--- config.mk ---
export PLATFORM = sky130hd
export DESIGN_NAME = dacil_top
export DESIGN_NICKNAME = d
export VERILOG_FILES = /design/src/rtl/dacil_pkg.sv /design/src/rtl/dacil_top.sv /design/src/rtl/dacil_fifo.sv
export VERILOG_INCLUDE_DIRS = /design/src /design/src/rtl
export SDC_FILE = /design/constraint.sdc
export NUM_CORES = 1
export LEC_CHECK = 0
export ABC_AREA = 1
export BUFFER_PORTS_ARGS = -buffer_cell sky130_fd_sc_hd__buf_2
export CAP_MARGIN = 25
export CORE_MARGIN = 4
export CORE_UTILIZATION = 60
export DETAILED_ROUTE_END_ITERATION = 12
export PLACE_DENSITY_LB_ADDON = 0.1
export SKIP_LAST_GASP = 1
export SYNTH_ARGS = -nofsm -noshare
export SYNTH_HDL_FRONTEND = slang
export SYNTH_HIERARCHICAL = 1
export SYNTH_SLANG_ARGS = --single-unit
--- constraint.sdc ---
create_clock -name mclk -period 3.7 [get_ports mclk]
set_input_delay 0.185 -clock mclk [delete_from_list [all_inputs] [get_ports mclk]]
set_output_delay 0.185 -clock mclk [all_outputs]
set_load 0.01 [all_outputs]
--- src/rtl/dacil_defs.svh ---
`ifndef DACIL_DEFS_SVH
`define DACIL_DEFS_SVH
// ----------------------------------------------------------------------------
// Constants of the converter input latch.
// ----------------------------------------------------------------------------
`define DACIL_CODE_W      10
`define DACIL_CODE_MSB    9
`define DACIL_CODE_FULL   10'h3ff
`define DACIL_CODE_ZERO   10'h000
`define DACIL_FIFO_DEPTH  16
`define DACIL_FMT_BINARY  1'b0
`define DACIL_FMT_TWOS    1'b1
`endif

--- src/rtl/dacil_pkg.sv ---
`include "dacil_defs.svh"
// ----------------------------------------------------------------------------
// Types of the converter input latch.
// ----------------------------------------------------------------------------
package dacil_pkg;
    typedef logic [`DACIL_CODE_W-1:0] dacil_code_t;

    // Drive levels for the two current outputs, as codes of full scale.
    typedef struct packed {
        dacil_code_t primary;
        dacil_code_t complementary;
        logic        powered_down;
    } dacil_drive_t;

    typedef enum logic [1:0] {DACIL_IDLE, DACIL_RUN, DACIL_SLEEP} dacil_state_t;
endpackage : dacil_pkg

--- src/rtl/dacil_top.sv ---
`timescale 1ns/1ns
`include "dacil_defs.svh"
// ----------------------------------------------------------------------------
// Digital front end of a current-output converter.
// ----------------------------------------------------------------------------
// Operation
// - A sample word is captured on every rising edge of the sample clock.
// - The highest-numbered data input is the most significant bit.
// - The lowest-numbered data input is the least significant bit.
// - Format select low means straight binary, high means twos complement.
// - Power-down input high powers down; its pull-down means an open pin is normal.
// - In straight binary, all ones drive full scale on the primary output.
// - In straight binary, all zeros drive full scale on the complementary output.
// - In straight binary, all zeros give zero primary current; all ones give zero complementary current.
// - Primary current scales linearly with the unsigned code 0 to 1023.
module dacil_top
    import dacil_pkg::*;
#(
    parameter int DEPTH = `DACIL_FIFO_DEPTH
) (
    // Clock and reset.
    input  wire logic          mclk,
    input  wire logic          rst_b,
    // Sample pins, asynchronous to mclk.
    input  wire logic [9:0]    sample_pins,
    input  wire logic          format_select,
    input  wire logic          power_down_req,
    // Capture stream handshake toward the analog core.
    output logic               capture_ready,
    input  wire logic          core_ready,
    // Current drive levels.
    output dacil_pkg::dacil_drive_t drive,
    output logic               drive_valid
);
    import dacil_pkg::*;

    dacil_code_t  pin_s1_reg;
    dacil_code_t  pin_s2_reg;
    logic         fmt_s1_reg;
    logic         fmt_s2_reg;
    logic         pd_s1_reg;
    logic         pd_s2_reg;
    dacil_code_t  code_next;
    dacil_code_t  fifo_code;
    logic         fifo_valid;
    logic         fifo_pop;
    dacil_state_t state_reg;
    dacil_drive_t drive_reg;
    logic         valid_reg;

    // ------------------------------------------------------------------------
    // Pin synchronisers.
    // ------------------------------------------------------------------------
    // Pins pass two flops; the first flop feeds only the second.
    always_ff @(posedge mclk or negedge rst_b)
    begin
        if (!rst_b)
        begin
            pin_s1_reg <= `DACIL_CODE_ZERO;
            pin_s2_reg <= `DACIL_CODE_ZERO;
            fmt_s1_reg <= `DACIL_FMT_BINARY;
            fmt_s2_reg <= `DACIL_FMT_BINARY;
            pd_s1_reg  <= 1'b0;
            pd_s2_reg  <= 1'b0;
        end
        else
        begin
            pin_s1_reg <= sample_pins;
            pin_s2_reg <= pin_s1_reg;
            fmt_s1_reg <= format_select;
            fmt_s2_reg <= fmt_s1_reg;
            pd_s1_reg  <= power_down_req; // Reset low stands in for the pull-down.
            pd_s2_reg  <= pd_s1_reg;
        end
    end

    // ------------------------------------------------------------------------
    // Format conversion.
    // ------------------------------------------------------------------------
    // Bit 9 is the top bit and bit 0 the bottom bit of the code.
    always_comb
    begin
        code_next = pin_s2_reg;
        if (fmt_s2_reg == `DACIL_FMT_TWOS)
            code_next[`DACIL_CODE_MSB] = ~pin_s2_reg[`DACIL_CODE_MSB];
    end

    // ------------------------------------------------------------------------
    // Sample buffer.
    // ------------------------------------------------------------------------
    // One word is offered every edge; a stalled core shows as capture_ready low.
    // Capture and drain run at the same rate, so after a stall the buffer stays
    // nearly full and adds its depth in latency until reset, as sleep stops both sides.
    dacil_fifo #(
        .WIDTH (`DACIL_CODE_W),
        .DEPTH (DEPTH)
    ) dacil_fifo_i (
        .mclk      (mclk),
        .rst_b     (rst_b),
        .in_data   (code_next),
        .in_valid  (state_reg == DACIL_RUN),
        .in_ready  (capture_ready),
        .out_data  (fifo_code),
        .out_valid (fifo_valid),
        .out_ready (fifo_pop)
    );

    // The drive register takes a word whenever the core accepts one.
    assign fifo_pop = fifo_valid && core_ready && (state_reg == DACIL_RUN);

    // ------------------------------------------------------------------------
    // Operating state.
    // ------------------------------------------------------------------------
    // Sleep stops capture and drain; buffered samples are held over a power-down.
    always_ff @(posedge mclk or negedge rst_b)
    begin
        if (!rst_b)
            state_reg <= DACIL_IDLE;
        else
        begin
            case (state_reg)
                DACIL_IDLE:  state_reg <= pd_s2_reg ? DACIL_SLEEP : DACIL_RUN;
                DACIL_RUN:   state_reg <= pd_s2_reg ? DACIL_SLEEP : DACIL_RUN;
                DACIL_SLEEP: state_reg <= pd_s2_reg ? DACIL_SLEEP : DACIL_RUN;
                default:     state_reg <= DACIL_IDLE;
            endcase
        end
    end

    // ------------------------------------------------------------------------
    // Output drive.
    // ------------------------------------------------------------------------
    // Primary carries the code and complementary its inverse, 1023 minus code,
    // so all ones and all zeros land at the two full-scale endpoints.
    always_ff @(posedge mclk or negedge rst_b)
    begin
        if (!rst_b)
        begin
            drive_reg <= '{primary: `DACIL_CODE_ZERO, complementary: `DACIL_CODE_ZERO,
                           powered_down: 1'b1};
            valid_reg <= 1'b0;
        end
        else if (state_reg != DACIL_RUN)
        begin
            drive_reg <= '{primary: `DACIL_CODE_ZERO, complementary: `DACIL_CODE_ZERO,
                           powered_down: 1'b1};
            valid_reg <= 1'b0;
        end
        else if (fifo_pop)
        begin
            drive_reg.primary       <= fifo_code;
            drive_reg.complementary <= `DACIL_CODE_FULL ^ fifo_code;
            drive_reg.powered_down  <= 1'b0;
            valid_reg               <= 1'b1;
        end
    end

    // Outputs come straight from the drive flops, so they never glitch.
    assign drive       = drive_reg;
    assign drive_valid = valid_reg;
endmodule : dacil_top

--- src/rtl/dacil_fifo.sv ---
`timescale 1ns/1ns
// ----------------------------------------------------------------------------
// Synchronous FIFO with valid and ready on both sides.
// ----------------------------------------------------------------------------
module dacil_fifo #(
    parameter int WIDTH = 10,
    parameter int DEPTH = 16
) (
    // Clock and reset.
    input  wire logic             mclk,
    input  wire logic             rst_b,
    // Fill side.
    input  wire logic [WIDTH-1:0] in_data,
    input  wire logic             in_valid,
    output logic                  in_ready,
    // Drain side.
    output logic [WIDTH-1:0]      out_data,
    output logic                  out_valid,
    input  wire logic             out_ready
);
    localparam int AW = $clog2(DEPTH);
    logic [WIDTH-1:0] mem_reg [DEPTH];
    logic [AW-1:0]    wr_reg;
    logic [AW-1:0]    rd_reg;
    logic [AW:0]      cnt_reg;
    logic             push;
    logic             pop;

    // Full and empty come straight from the occupancy count.
    assign in_ready  = (cnt_reg != (AW+1)'(DEPTH));
    assign out_valid = (cnt_reg != '0);
    assign push      = in_valid && in_ready;
    assign pop       = out_valid && out_ready;
    assign out_data  = mem_reg[rd_reg];

    // Storage is written without reset; the count guards stale words.
    always_ff @(posedge mclk)
    begin
        if (push)
            mem_reg[wr_reg] <= in_data;
    end

    // Pointers wrap at the depth, which need not be a power of two.
    always_ff @(posedge mclk or negedge rst_b)
    begin
        if (!rst_b)
        begin
            wr_reg  <= '0;
            rd_reg  <= '0;
            cnt_reg <= '0;
        end
        else
        begin
            if (push)
                wr_reg <= (wr_reg == AW'(DEPTH-1)) ? '0 : AW'(wr_reg + 1'b1);
            if (pop)
                rd_reg <= (rd_reg == AW'(DEPTH-1)) ? '0 : AW'(rd_reg + 1'b1);
            cnt_reg <= (AW+1)'(cnt_reg + push - pop);
        end
    end
endmodule : dacil_fifo

Word-level counts from Yosys, hierarchy flattened
Memory sizes are Yosys's and may differ from the RTL's.
Cells that the tools add are included.
Widths: inputs -> output; s select.
Word-level totals
  register bits: 61
  bits in writable memories: 160
  input port bits: 15
  logic and storage cells: 46
  memories: 1
Memories
  dacil_fifo_i.mem_reg: words 16, width 10, read ports 1, clocked after memory_dff 0, wr ports 1, line dacil_fifo.sv:22  | logic [WIDTH-1:0] mem_reg [DEPTH];
Cells by class
  add/subtract/negate cells: 4
  equality and inequality tests: 6
  mux-type cells: 11
  bitwise operators: 2
  reductions and logical operators: 8
Operator list (number)
  $mux 21: 2
  $not 10->10: 1
  $add 4x1->4 const B: 2
  $eq 4x4->1 const B: 2
  $mux 4: 2
  $add 5x1->5: 1
  $mux 1: 5
  $ne 5x5->1 const B: 1
  $reduce_bool 5->1: 1
  $sub 5x1->5: 1
  $logic_and 1x1->1: 4
  $mux 2: 2
  $reduce_or 3->1: 1
  $eq 2x1->1 const B: 1
  $eq 2x2->1 const B: 1
  $logic_not 2->1: 1
  $ne 2x1->1 const B: 1
  $reduce_bool 2->1: 1
  $not 1->1: 1

Longest topological paths before layout
Gate-level depths: netlist (run 1).
  depth in word-level cells: 5
  depth in mapped cells: 16
  mapped depth without buffers: 15

By module
Netlist (run 1), hierarchy kept.
Modules (own cells, without submodules)
  dacil_fifo: times used 1, cells an instance 795, area each 7842.5 um^2, sequential area each 5129.9 um^2
  dacil_top: times used 1, cells an instance 142, area each 1665.3 um^2, sequential area each 1202.4 um^2

Worst setup path before layout (run 1)
No wires, ideal clock.
  path type: flip-flop to flip-flop
  start point: register dacil_fifo_i.cnt_reg[3]
  end point: register dacil_fifo_i.cnt_reg[4]
  library setup time: 0.128 ns
  data arrival time: 2.520 ns
  data required time: 3.572 ns
  slack: 1.053 ns
  cell stages (with the launch flop): 17
  buffers on the path: 1
  cells stage by stage: dfrtp_1 > inv_1 > ha_1 > nand4_1 > nand2_1 > buf_2 > nor2_1 > nand2_1 > inv_1 > ha_1 > inv_1 > ha_1 > inv_1 > fa_1 > o21ai_0 > a21oi_1 > xor2_1
On the way
  word-level cells in the longest chain between the ends: 5
Ends and longest elaborated chain
  from (decl): line dacil_fifo.sv:25  | logic [AW:0] cnt_reg;
  from (signal assigned): line dacil_fifo.sv:58  | cnt_reg <= (AW+1)'(cnt_reg + push - pop);
  $reduce_bool 5->1: line dacil_fifo.sv:31  | assign out_valid = (cnt_reg != '0);
  named net fifo_valid: line dacil_top.sv:45  | logic fifo_valid;
  $logic_and 1x1->1 (2 in series): line dacil_top.sv:109  | assign fifo_pop = fifo_valid && core_ready && (state_reg == DACIL_RUN);
  named net fifo_pop: line dacil_top.sv:46  | logic fifo_pop;
  $logic_and 1x1->1: line dacil_fifo.sv:33  | assign pop = out_valid && out_ready;
  named net dacil_fifo_i.pop: line dacil_fifo.sv:27  | logic pop;
  $sub 5x1->5: line dacil_fifo.sv:58
The timed path passes the listed nets, and every way through them passes these cells.
A chain may end at the register's enable or synchronous reset.

Final worst setup path (run 1)
  start point: register state_reg[1]
  end point: register dacil_fifo_i.cnt_reg[4]
On the way
  word-level cells in the longest chain between the ends: 4
Ends and longest elaborated chain
  from (decl): line dacil_top.sv:47  | dacil_state_t state_reg;
  from (signal assigned): line dacil_top.sv:122  | DACIL_IDLE: state_reg <= pd_s2_reg ? DACIL_SLEEP : DACIL_RUN;
  from (signal assigned): line dacil_top.sv:123  | DACIL_RUN: state_reg <= pd_s2_reg ? DACIL_SLEEP : DACIL_RUN;
  from (signal assigned): line dacil_top.sv:124  | DACIL_SLEEP: state_reg <= pd_s2_reg ? DACIL_SLEEP : DACIL_RUN;
  $eq 2x1->1: line dacil_top.sv:109
  $logic_and 1x1->1: line dacil_top.sv:109
  named net fifo_pop: line dacil_top.sv:46
  $logic_and 1x1->1: line dacil_fifo.sv:33
  named net dacil_fifo_i.pop: line dacil_fifo.sv:27
  $sub 5x1->5: line dacil_fifo.sv:58
The timed path passes the listed nets, and every way through them passes these cells.

==> results of run 1 <==
[power by group through the flow]
stage,sequential (µW),clock (µW),combinational (µW)
finish,3040,2030,2080
global route,3060,2180,2320
CTS,3040,2080,2080
detailed placement,3090,0,2050
global placement,3080,0,2010
floorplan,3050,0,1550
[through the flow]
| stage | area (µm²) | instances |
|---|---|---|
| floorplan | 9510 | 937 |
| finish | 10600 | 1209 |
| CTS | 10600 | 1207 |
| detailed placement | 9790 | 1154 |
| global placement | 9790 | 1154 |
| global route | 10600 | 1209 |
[tightest hold or removal path: stages]
cell and delay (ns):
buf_2 0.08, nand2_1 0.05, buf_4 0.21, nand2_1 0.08
nand2_1 0.04
[synthesized netlist by cell type (3+ instances only)]
cell,instances
a21oi_1,3
dfrtp_1,60
nor2_1,19
xor2_1,5
nand2_1,288
inv_2,5
nand4_1,23
buf_6,6
edfxtp_1,160
ha_1,11
inv_1,182
nand3_1,128
o21ai_0,7
buf_4,7
buf_2,24
[worst min-delay path by stage]
stage | start | endpoint | slack, ns | depth (start not counted)
6_report | core_ready | drive[0] | 0.16 | 5
3_5_place_dp | format_select | fmt_s1_reg | 0.29 | 1
4_1_cts | core_ready | dacil_fifo_i/rd_reg[3] | 0.14 | 6
5_1_grt | core_ready | dacil_fifo_i/rd_reg[3] | 0.18 | 6
2_1_floorplan | rst_b | dacil_fifo_i/cnt_reg[0] | -0.11 | 0
3_3_place_gp | sample_pins[2] | pin_s1_reg[2] | 0.29 | 1
[final cells by class]
type                       instances  area share [%]
sequential                       221            59.8
clock inverter                    10           0.449
timing repair buffer              61            3.91
clock buffer                      30            5.77
multi-input combinational        489            21.0
inverter                         187            6.62
tap                              211            2.49
[cell families after synthesis]
family | after synthesis
compound gates | 11
xor+xnor | 6
fa+ha+maj | 12
buf+inv | 227
flops | 221
simple gates | 460
[layer usage]
layer | up-vias | wire length, µm | global-route usage, %
li1 | 3062 | - | -
met1 | 2967 | 8890 | 32.6
met2 | 162 | 9590 | 37.1
met3 | 35 | 1010 | 3.00
met4 | 0 | 553 | 6.69
met5 | - | 0 | 0
[placed cells by master, fill, tap and decap left out, drive strengths merged, types with 3 or more instances in the layout]
cell type / count
edfxtp: 160
dlygate4sd3: 13
nor2: 21
nand3: 128
dfrtp: 60
o21ai: 7
a21oi: 3
nand2: 288
inv: 187
clkbuf: 30
xor2: 5
ha: 11
buf: 48
nand4: 23
clkinv: 9
==> results.txt, run 1 <==
area leader, netlist = edfxtp_1
Compound-Gate Fraction of Synth Area = 0.605%
final wirelength = 20000 µm
Gate power share = 29.1%
routability cong. = 0.772
Clk Latency, worst-skew pair = 0.50 ns
Post CTS Setup Buffer Count = 0
Setup Total Neg Slack = 0 ns
Worst path max stage delay = 0.43 ns
I/O pins = 38
Setup Viol. Count Final = 0
Post-Place Worst Slack = 0.834 ns
Largest register FFs = 160
post-synth top area share = 50.5%
post-synthesis mux area share = 0%
Clock Skews = 0.0117 ns
Layout Nets = 1009
post-layout util = 68.9%
CTS Buffer Depth = 3
reg2reg path depth = 13
status = finished clean
Worst Setup Path Type = reg2reg
Synth warnings = 6
via count = 6226
CP Capture Point = dacil_fifo_i/cnt_reg[4]
main combinational cell family by area after synthesis = simple AND/OR/NAND/NOR gates
Post-Synth XOR/XNOR Area = 0.553%
Diodes inserted = 0
Critical Path RT = 4.07 ns
adder-cell share of the synthesized area = 1.66%
Pwr Total = 7150 µW
type of the tightest min-delay check = in2reg
GR Overflow Total = 0
number of synthesized flops with an enable pin = 160
final hold viol count = 0
Reg clk slew, reported paths = 0.06 ns
RR Endpoint = dacil_fifo_i/cnt_reg[4]
Synthesized Nets = 964
leakage = 0.00498 µW
CTS tree = done
power share of the sequential group = 42.5%
Avg Inst Size Synth = 10.1 µm²
Worst Path Arrival = 3.26 ns
Final Max Tran Viols = 0
CP max-delay cell = dfrtp_1
Top FF cell, synth = edfxtp_1
asr flop ratio synth = 27.6%
Synth cell types = 23
cell area power density = 675 nW/µm²
Reg-to-Reg Start = state_reg[1]
num rows = 45
share of cells above drive strength 1 = 8.72%
Startpoint Class = flop
htree depth = 1
critical path fanouts, max = 23
post-synthesis register bit count = 221
remaining antenna violation count = 0
Seq/Total Area, Yosys = 66.6%
Net Sw Power = 2490 µW
core area = 15400 µm²
Internal Power = 4660 µW
TritonCTS buffer count = 22
Chip Width = 134 µm
Initial Utilization = 61.9%
initial antenna violation count = 0
port bufs = 37
first-pass GRT wire length = 31600 µm
Setup crit start = state_reg[1]
Die Y = 134 µm
Tcrit/Tclk final = 77.9%
Worst slew margin = 31.4%
FMAX = 0.347 GHz
R2R setup slack = 0.82 ns
Area Growth Syn to Fin = 11.4%
largest net degree at the start of global routing = 84
final worst slack = 0.818 ns
critical path's top delay family = adder cells
Fill cells = 1198
cts hold-fix bufs = 13
initial drt markers = 697
DRC Markers = 0
Crit path buffers/inverters = 4
final hold slack = 0.157 ns
clock power share = 28.4%
Detailed Routing Iterations Pass 1 = 5
Net Sw Frac = 34.8%
Top cell by count, worst path = inv_1
Synth area leaders = edfxtp_1 51%, dfrtp_1 16%, nand2_1 11%
vias in the first global route = 5870
RSZ-0062 raised after global routing = no
synthesized area = 9510 µm²
min Tclk post-route = 2.88 ns
Post-Synth Simple-Gate Area = 20.6%
post_cts resized = 0
Worst-Margin Slew = 1.03 ns
crit path cell chain = nor2_4 > inv_1 > nor2_1 > nand2_1 > inv_1 > ha_1 > inv_1 > ha_1 > inv_1 > fa_1 > o21ai_0 > a21oi_1 > xor2_1
DR vias/cell = 5.15
Crit. path cell count = 13
total track usage = 22.8%
Gate Count Post-Synth = 937
drt wl/cell = 16.6 µm
root buffer cell = clkbuf_16
Max-cap violations = 0
HPWL after DPL = 11700 µm
multi-input combinational cell area = 2220 µm²
VDD IR max = 0.000482 V
Worst Setup End Kind = flop
clock sink total = 221
total die area = 17900 µm²
FF+latch area = 6330 µm²
No activity file was read; power rests on OpenSTA's default activity.
==> run 2: changes to the inputs <==
--- a/config.mk
+++ b/config.mk
@@ -6,7 +6,7 @@
 export SDC_FILE = /design/constraint.sdc
 export NUM_CORES = 1
 export LEC_CHECK = 0
-export ABC_AREA = 1
+export ABC_AREA = 0
 export BUFFER_PORTS_ARGS = -buffer_cell sky130_fd_sc_hd__buf_2
 export CAP_MARGIN = 25
 export CORE_MARGIN = 4
==> constraint.sdc (replaced) <==
create_clock -name mclk -period 2.7 [get_ports mclk]
set_input_delay 0.135 -clock mclk [delete_from_list [all_inputs] [get_ports mclk]]
set_output_delay 0.135 -clock mclk [all_outputs]
set_load 0.01 [all_outputs]
==> results.txt, run 2 <==
final worst slack = 0.0143 ns
Tcrit/Tclk final = 99.5%
Diodes inserted = 0
remaining antenna violation count = 0
final wirelength = 17300 µm
Initial Utilization = 61.0%
Synth area leaders = edfxtp_1 54%, dfrtp_1 17%, mux4_2 7.6%
most frequent cells in the layout = 160 x edfxtp_1, 58 x dfrtp_1, 37 x buf_2, 30 x mux4_2, 30 x mux2i_1
TritonCTS buffer count = 23
Max-cap violations = 0
min Tclk post-route = 2.69 ns
Largest register FFs = 160
Avg Inst Size Synth = 17.9 µm²
CTS tree = done
total die area = 16800 µm²
DR vias/cell = 5.96
post-route insts no fill = 769
asr flop ratio synth = 27.6%
I/O pins = 38
RSZ-0062 raised after global routing = yes
Setup Total Neg Slack = 0 ns
final hold viol count = 0
total track usage = 21.3%
DRC Markers = 0
initial drt markers = 303
Synth cell types = 42
number of synthesized flops with an enable pin = 160
cell area power density = 1000 nW/µm²
Die Y = 130 µm
Worst Setup Path Type = reg2reg
Reg clk slew, reported paths = 0.06 ns
Setup Viol. Count Final = 0
post-synth top area share = 54.2%
Net Sw Frac = 29.6%
Top FF cell, synth = edfxtp_1
Detailed Routing Iterations Pass 1 = 6
Layout Nets = 595
Clk Latency, worst-skew pair = 0.52 ns
drt wl/cell = 22.5 µm
Seq/Total Area, Yosys = 71.4%
Worst Setup End Kind = flop
Placed Instances = 707
Worst Hold Depth = 2
Critical Path RT = 3.15 ns
vias in the first global route = 4655
status = finished clean
Gate power share = 27.6%
RR Endpoint = dacil_fifo_i/cnt_reg[4]
share of cells above drive strength 1 = 30.1%
Worst slew margin = 25.1%
Post-Place Worst Slack = -0.0241 ns
port bufs = 37
area leader, netlist = edfxtp_1
Gate Count Post-Synth = 496
Hold EP = pin_s1_reg[0]
critical path fanouts, max = 3
HPWL after DPL = 11000 µm
VDD IR max = 0.000598 V
via count = 4580
type of the tightest min-delay check = in2reg
post-layout util = 71.4%
routability cong. = 0.818
clock power share = 31.6%
Fill cells = 947
htree depth = 1
worst min-delay path startpoint = sample_pins[0]
CTS Buffer Depth = 3
first-pass GRT wire length = 26800 µm
Final Max Tran Viols = 0
Reg-to-Reg Start = dacil_fifo_i/cnt_reg[2]
FMAX = 0.372 GHz
R2R setup slack = 0.01 ns
Area Growth Syn to Fin = 17.0%
list of most frequent post-synthesis cells = 160 x edfxtp_1, 60 x dfrtp_1, 30 x mux2i_1, 30 x mux4_2
GR Overflow Total = 0
post-synthesis register bit count = 221
Worst Path Arrival = 3.13 ns
Chip Width = 130 µm
leakage = 0.00379 µW
Synth warnings = 6
Synthesized Nets = 523
clock sink total = 221
root buffer cell = clkbuf_16
synthesized area = 8870 µm²
Net Sw Power = 3080 µW
Clock Skews = 0.0133 ns
core area = 14500 µm²
power share of the sequential group = 40.9%
num rows = 44
initial antenna violation count = 0
count leader, synth = edfxtp_1
most common cell after layout, fill and taps aside = edfxtp_1
Worst-Margin Slew = 1.12 ns
Startpoint Class = flop
reg2reg path depth = 15
largest net degree at the start of global routing = 43
Internal Power = 7340 µW
## run 2: how the worst max path moves through the flow
stage                                    endpoint  slack, ns                    start
after global placement    dacil_fifo_i/cnt_reg[4]       0.07  dacil_fifo_i/cnt_reg[3]
after CTS                 dacil_fifo_i/cnt_reg[4]       0.01  dacil_fifo_i/cnt_reg[2]
after global routing      dacil_fifo_i/cnt_reg[4]      -0.07  dacil_fifo_i/cnt_reg[2]
after detailed placement  dacil_fifo_i/cnt_reg[4]      -0.02  dacil_fifo_i/cnt_reg[3]
final                     dacil_fifo_i/cnt_reg[4]       0.01  dacil_fifo_i/cnt_reg[2]
after floorplan           dacil_fifo_i/cnt_reg[4]      -0.18  dacil_fifo_i/cnt_reg[3]
## run 2: logic make-up after synthesis
kind of cell / synth area share, %
xor+xnor: 0.691
mux: 11.3
simple gates: 3.93
fa+ha+maj: 1.78
compound gates: 7.66
flops: 71.4
buf+inv: 3.23
## run 2: area by class of cell
class / count / area [µm²] / area share, %
Clock inverter: 10 / 143 / 1.37
Clock buffer: 32 / 669 / 6.45
Inverter: 17 / 63.8 / 0.615
Tap cell: 184 / 230 / 2.22
Multi-Input combinational cell: 225 / 2330 / 22.4
Timing Repair Buffer: 80 / 608 / 5.86
Sequential cell: 221 / 6330 / 61.0
## run 2: routing by layer
metal / wire length [µm] / GRT usage (%) / share of wire (%) / up-vias
met2: 8640 / 35.2 / 50 / 138
li1: - / - / - / 2064
met4: 274 / 5.07 / 1.6 / 0
met5: 0 / 0 / 0 / -
met3: 933 / 3.05 / 5.4 / 25
met1: 7440 / 30.6 / 43 / 2353
## run 2: stage by stage
stage                     power, µW  instance area, µm²  hold WS [ns]
after floorplan                6200                8910        -0.161
after global placement         7010                9360         0.244
after detailed placement       7080                9360         0.244
after CTS                     10500               10300         0.234
after global routing          10900               10400         0.260
final                         10400               10400         0.253
## run 2: repair_timing
item                                    4_1_cts  5_1_grt
buffers inserted                              2        2
endpoints found under the setup margin        1        1
resized for setup                             0        4
pin swaps                                     2        5
hold buffers                                 14        1
hold endpoints to repair                     53        4
## run 2: worst max-delay path: stages (launching register included)
cell,delay [ns]
dfrtp_1,0.39
inv_2,0.08
ha_4,0.13
or4b_4,0.49
nand2_4,0.10
nor2_2,0.04
and2_4,0.18
ha_4,0.21
inv_2,0.06
ha_4,0.13
inv_2,0.04
fa_2,0.36
inv_2,0.05
a21oi_1,0.05
o21bai_1,0.17
xnor2_1,0.13
## run 2: power by group through the flow
stage               sequential (µW)  combinational (µW)  clock, µW
CTS                            4260                2850       3350
floorplan                      4140                2060          0
detailed placement             4320                2760          0
global placement               4300                2710          0
finish                         4260                2870       3290
global route                   4300                3090       3530
==> run 3: changes to the inputs <==
--- a/config.mk
+++ b/config.mk
@@ -11,6 +11,7 @@
 export CAP_MARGIN = 25
 export CORE_MARGIN = 4
 export CORE_UTILIZATION = 60
+export CTS_BUF_LIST = sky130_fd_sc_hd__clkbuf_4
 export DETAILED_ROUTE_END_ITERATION = 12
 export PLACE_DENSITY_LB_ADDON = 0.1
 export SKIP_LAST_GASP = 1
==> results.txt, run 3 (same netlist as run 2, synthesis figures left out) <==
total die area = 16800 µm²
Worst path max stage delay = 0.49 ns
Net Sw Frac = 30.8%
power share of the sequential group = 43.0%
Detailed Routing Iterations Pass 1 = 4
DR vias/cell = 5.72
Internal Power = 6840 µW
status = finished clean
Worst Setup End Kind = flop
Setup Total Neg Slack = 0 ns
Fill cells = 1006
critical path fanouts, max = 3
I/O pins = 38
Setup crit start = dacil_fifo_i/cnt_reg[3]
Net Sw Power = 3050 µW
Chip Width = 130 µm
min Tclk post-route = 2.68 ns
Top cell by count, worst path = inv_2
Final Max Tran Viols = 0
port bufs = 37
Crit path buffers/inverters = 4
CTS Buffer Depth = 3
Clock Skews = 0.0358 ns
Worst Path Arrival = 3.24 ns
Diodes inserted = 0
Clk Latency, worst-skew pair = 0.66 ns
Max-cap violations = 0
CP max-delay cell = or4b_4
CTS tree = done
total track usage = 21.3%
Critical Path RT = 3.25 ns
Initial Utilization = 61.0%
Reg-to-Reg Start = dacil_fifo_i/cnt_reg[3]
Worst Hold Depth = 2
RSZ-0062 raised after global routing = yes
Placed Instances = 707
Reg clk slew, reported paths = 0.07 ns
Worst-Margin Slew = 0.633 ns
VDD IR max = 0.000494 V
vias in the first global route = 4862
Setup Viol. Count Final = 0
initial antenna violation count = 0
Startpoint Class = flop
Hold EP = pin_s1_reg[1]
most common cell after layout, fill and taps aside = edfxtp_1
routability cong. = 0.818
RR Endpoint = dacil_fifo_i/cnt_reg[4]
Worst Setup Path Type = reg2reg
clock sink total = 221
htree depth = 2
FMAX = 0.373 GHz
Tcrit/Tclk final = 99.4%
via count = 4754
crit path cell chain = inv_2 > ha_4 > or4b_4 > nand2_4 > nor2_2 > and2_4 > ha_4 > inv_2 > ha_4 > inv_2 > fa_2 > inv_2 > a21oi_1 > o21bai_1 > xnor2_1
post-route insts no fill = 831
HPWL after DPL = 11000 µm
first-pass GRT wire length = 26700 µm
initial drt markers = 343
share of cells above drive strength 1 = 35.5%
worst min-delay path startpoint = sample_pins[1]
cell area power density = 959 nW/µm²
clock power share = 28.1%
leakage = 0.00384 µW
GR Overflow Total = 0
Area Growth Syn to Fin = 16.3%
Die Y = 130 µm
drt wl/cell = 20.6 µm
Layout Nets = 631
reg2reg path depth = 15
final hold viol count = 0
DRC Markers = 0
critical path's top delay family = adder cells
remaining antenna violation count = 0
num rows = 44
TritonCTS buffer count = 55
R2R setup slack = 0.02 ns
largest net degree at the start of global routing = 43
root buffer cell = clkbuf_4
type of the tightest min-delay check = in2reg
core area = 14500 µm²
Gate power share = 28.9%
Largest register FFs = 160
Worst slew margin = 57.8%
final wirelength = 17100 µm
most frequent cells in the layout = 160 x edfxtp_1, 85 x clkbuf_4, 58 x dfrtp_1, 37 x buf_2
[run 3: power groups by stage]
stage	registers (µW)	clock network, µW	logic (µW)
2_1_floorplan	4140	0	2060
3_3_place_gp	4300	0	2710
3_5_place_dp	4320	0	2760
4_1_cts	4250	2870	2810
5_1_grt	4290	3090	3070
6_report	4260	2780	2850
[run 3: how the worst max path moves through the flow]
stage                                    to  slack (ns)  cells after the start
finish              dacil_fifo_i/cnt_reg[4]        0.02                     15
global route        dacil_fifo_i/cnt_reg[4]       -0.08                     15
CTS                 dacil_fifo_i/cnt_reg[4]       0.003                     15
detailed placement  dacil_fifo_i/cnt_reg[4]       -0.02                     15
global placement    dacil_fifo_i/cnt_reg[4]        0.07                     15
floorplan           dacil_fifo_i/cnt_reg[4]       -0.18                     18
[run 3: through the flow]
stage	util (%)	total power [µW]	cell area, µm²	hold WS, ns	worst slack (ns)
after global routing	71.0	10400	10300	0.0760	-0.0826
after detailed placement	64.4	7080	9360	0.244	-0.0241
final	71.0	9890	10300	0.127	0.0164
after CTS	70.4	9940	10200	0.0649	0.00335
after global placement	64.4	7010	9360	0.244	0.0735
after floorplan	-	6200	8910	-0.161	-0.183
[run 3: what timing repair did]
item,in CTS,in global routing
gates resized for setup,0,4
pin swaps,2,6
setup endpoints to repair,1,1
hold buffers,14,1
buffers inserted,2,5
gates cloned,0,0
endpoints found under the hold margin,54,4
[run 3: metal layers]
| metal | track usage, % | up-vias | share of wire, % |
|---|---|---|---|
| li1 | - | 2175 | - |
| met1 | 29.8 | 2438 | 45 |
| met2 | 33.7 | 118 | 49 |
| met3 | 5.28 | 23 | 4.4 |
| met4 | 6.85 | 0 | 1.7 |
| met5 | 0 | - | 0 |
[run 3: area by class of cell]
type                       instances  area [µm²]  share of cell area (%)
sequential                       221        6330                    61.4
multi-input combinational        225        2330                    22.6
clock buffer                      85         638                    6.18
timing repair buffer              84         638                    6.18
tap                              184         230                    2.23
clock inverter                    15        83.8                   0.813
inverter                          17        63.8                   0.618
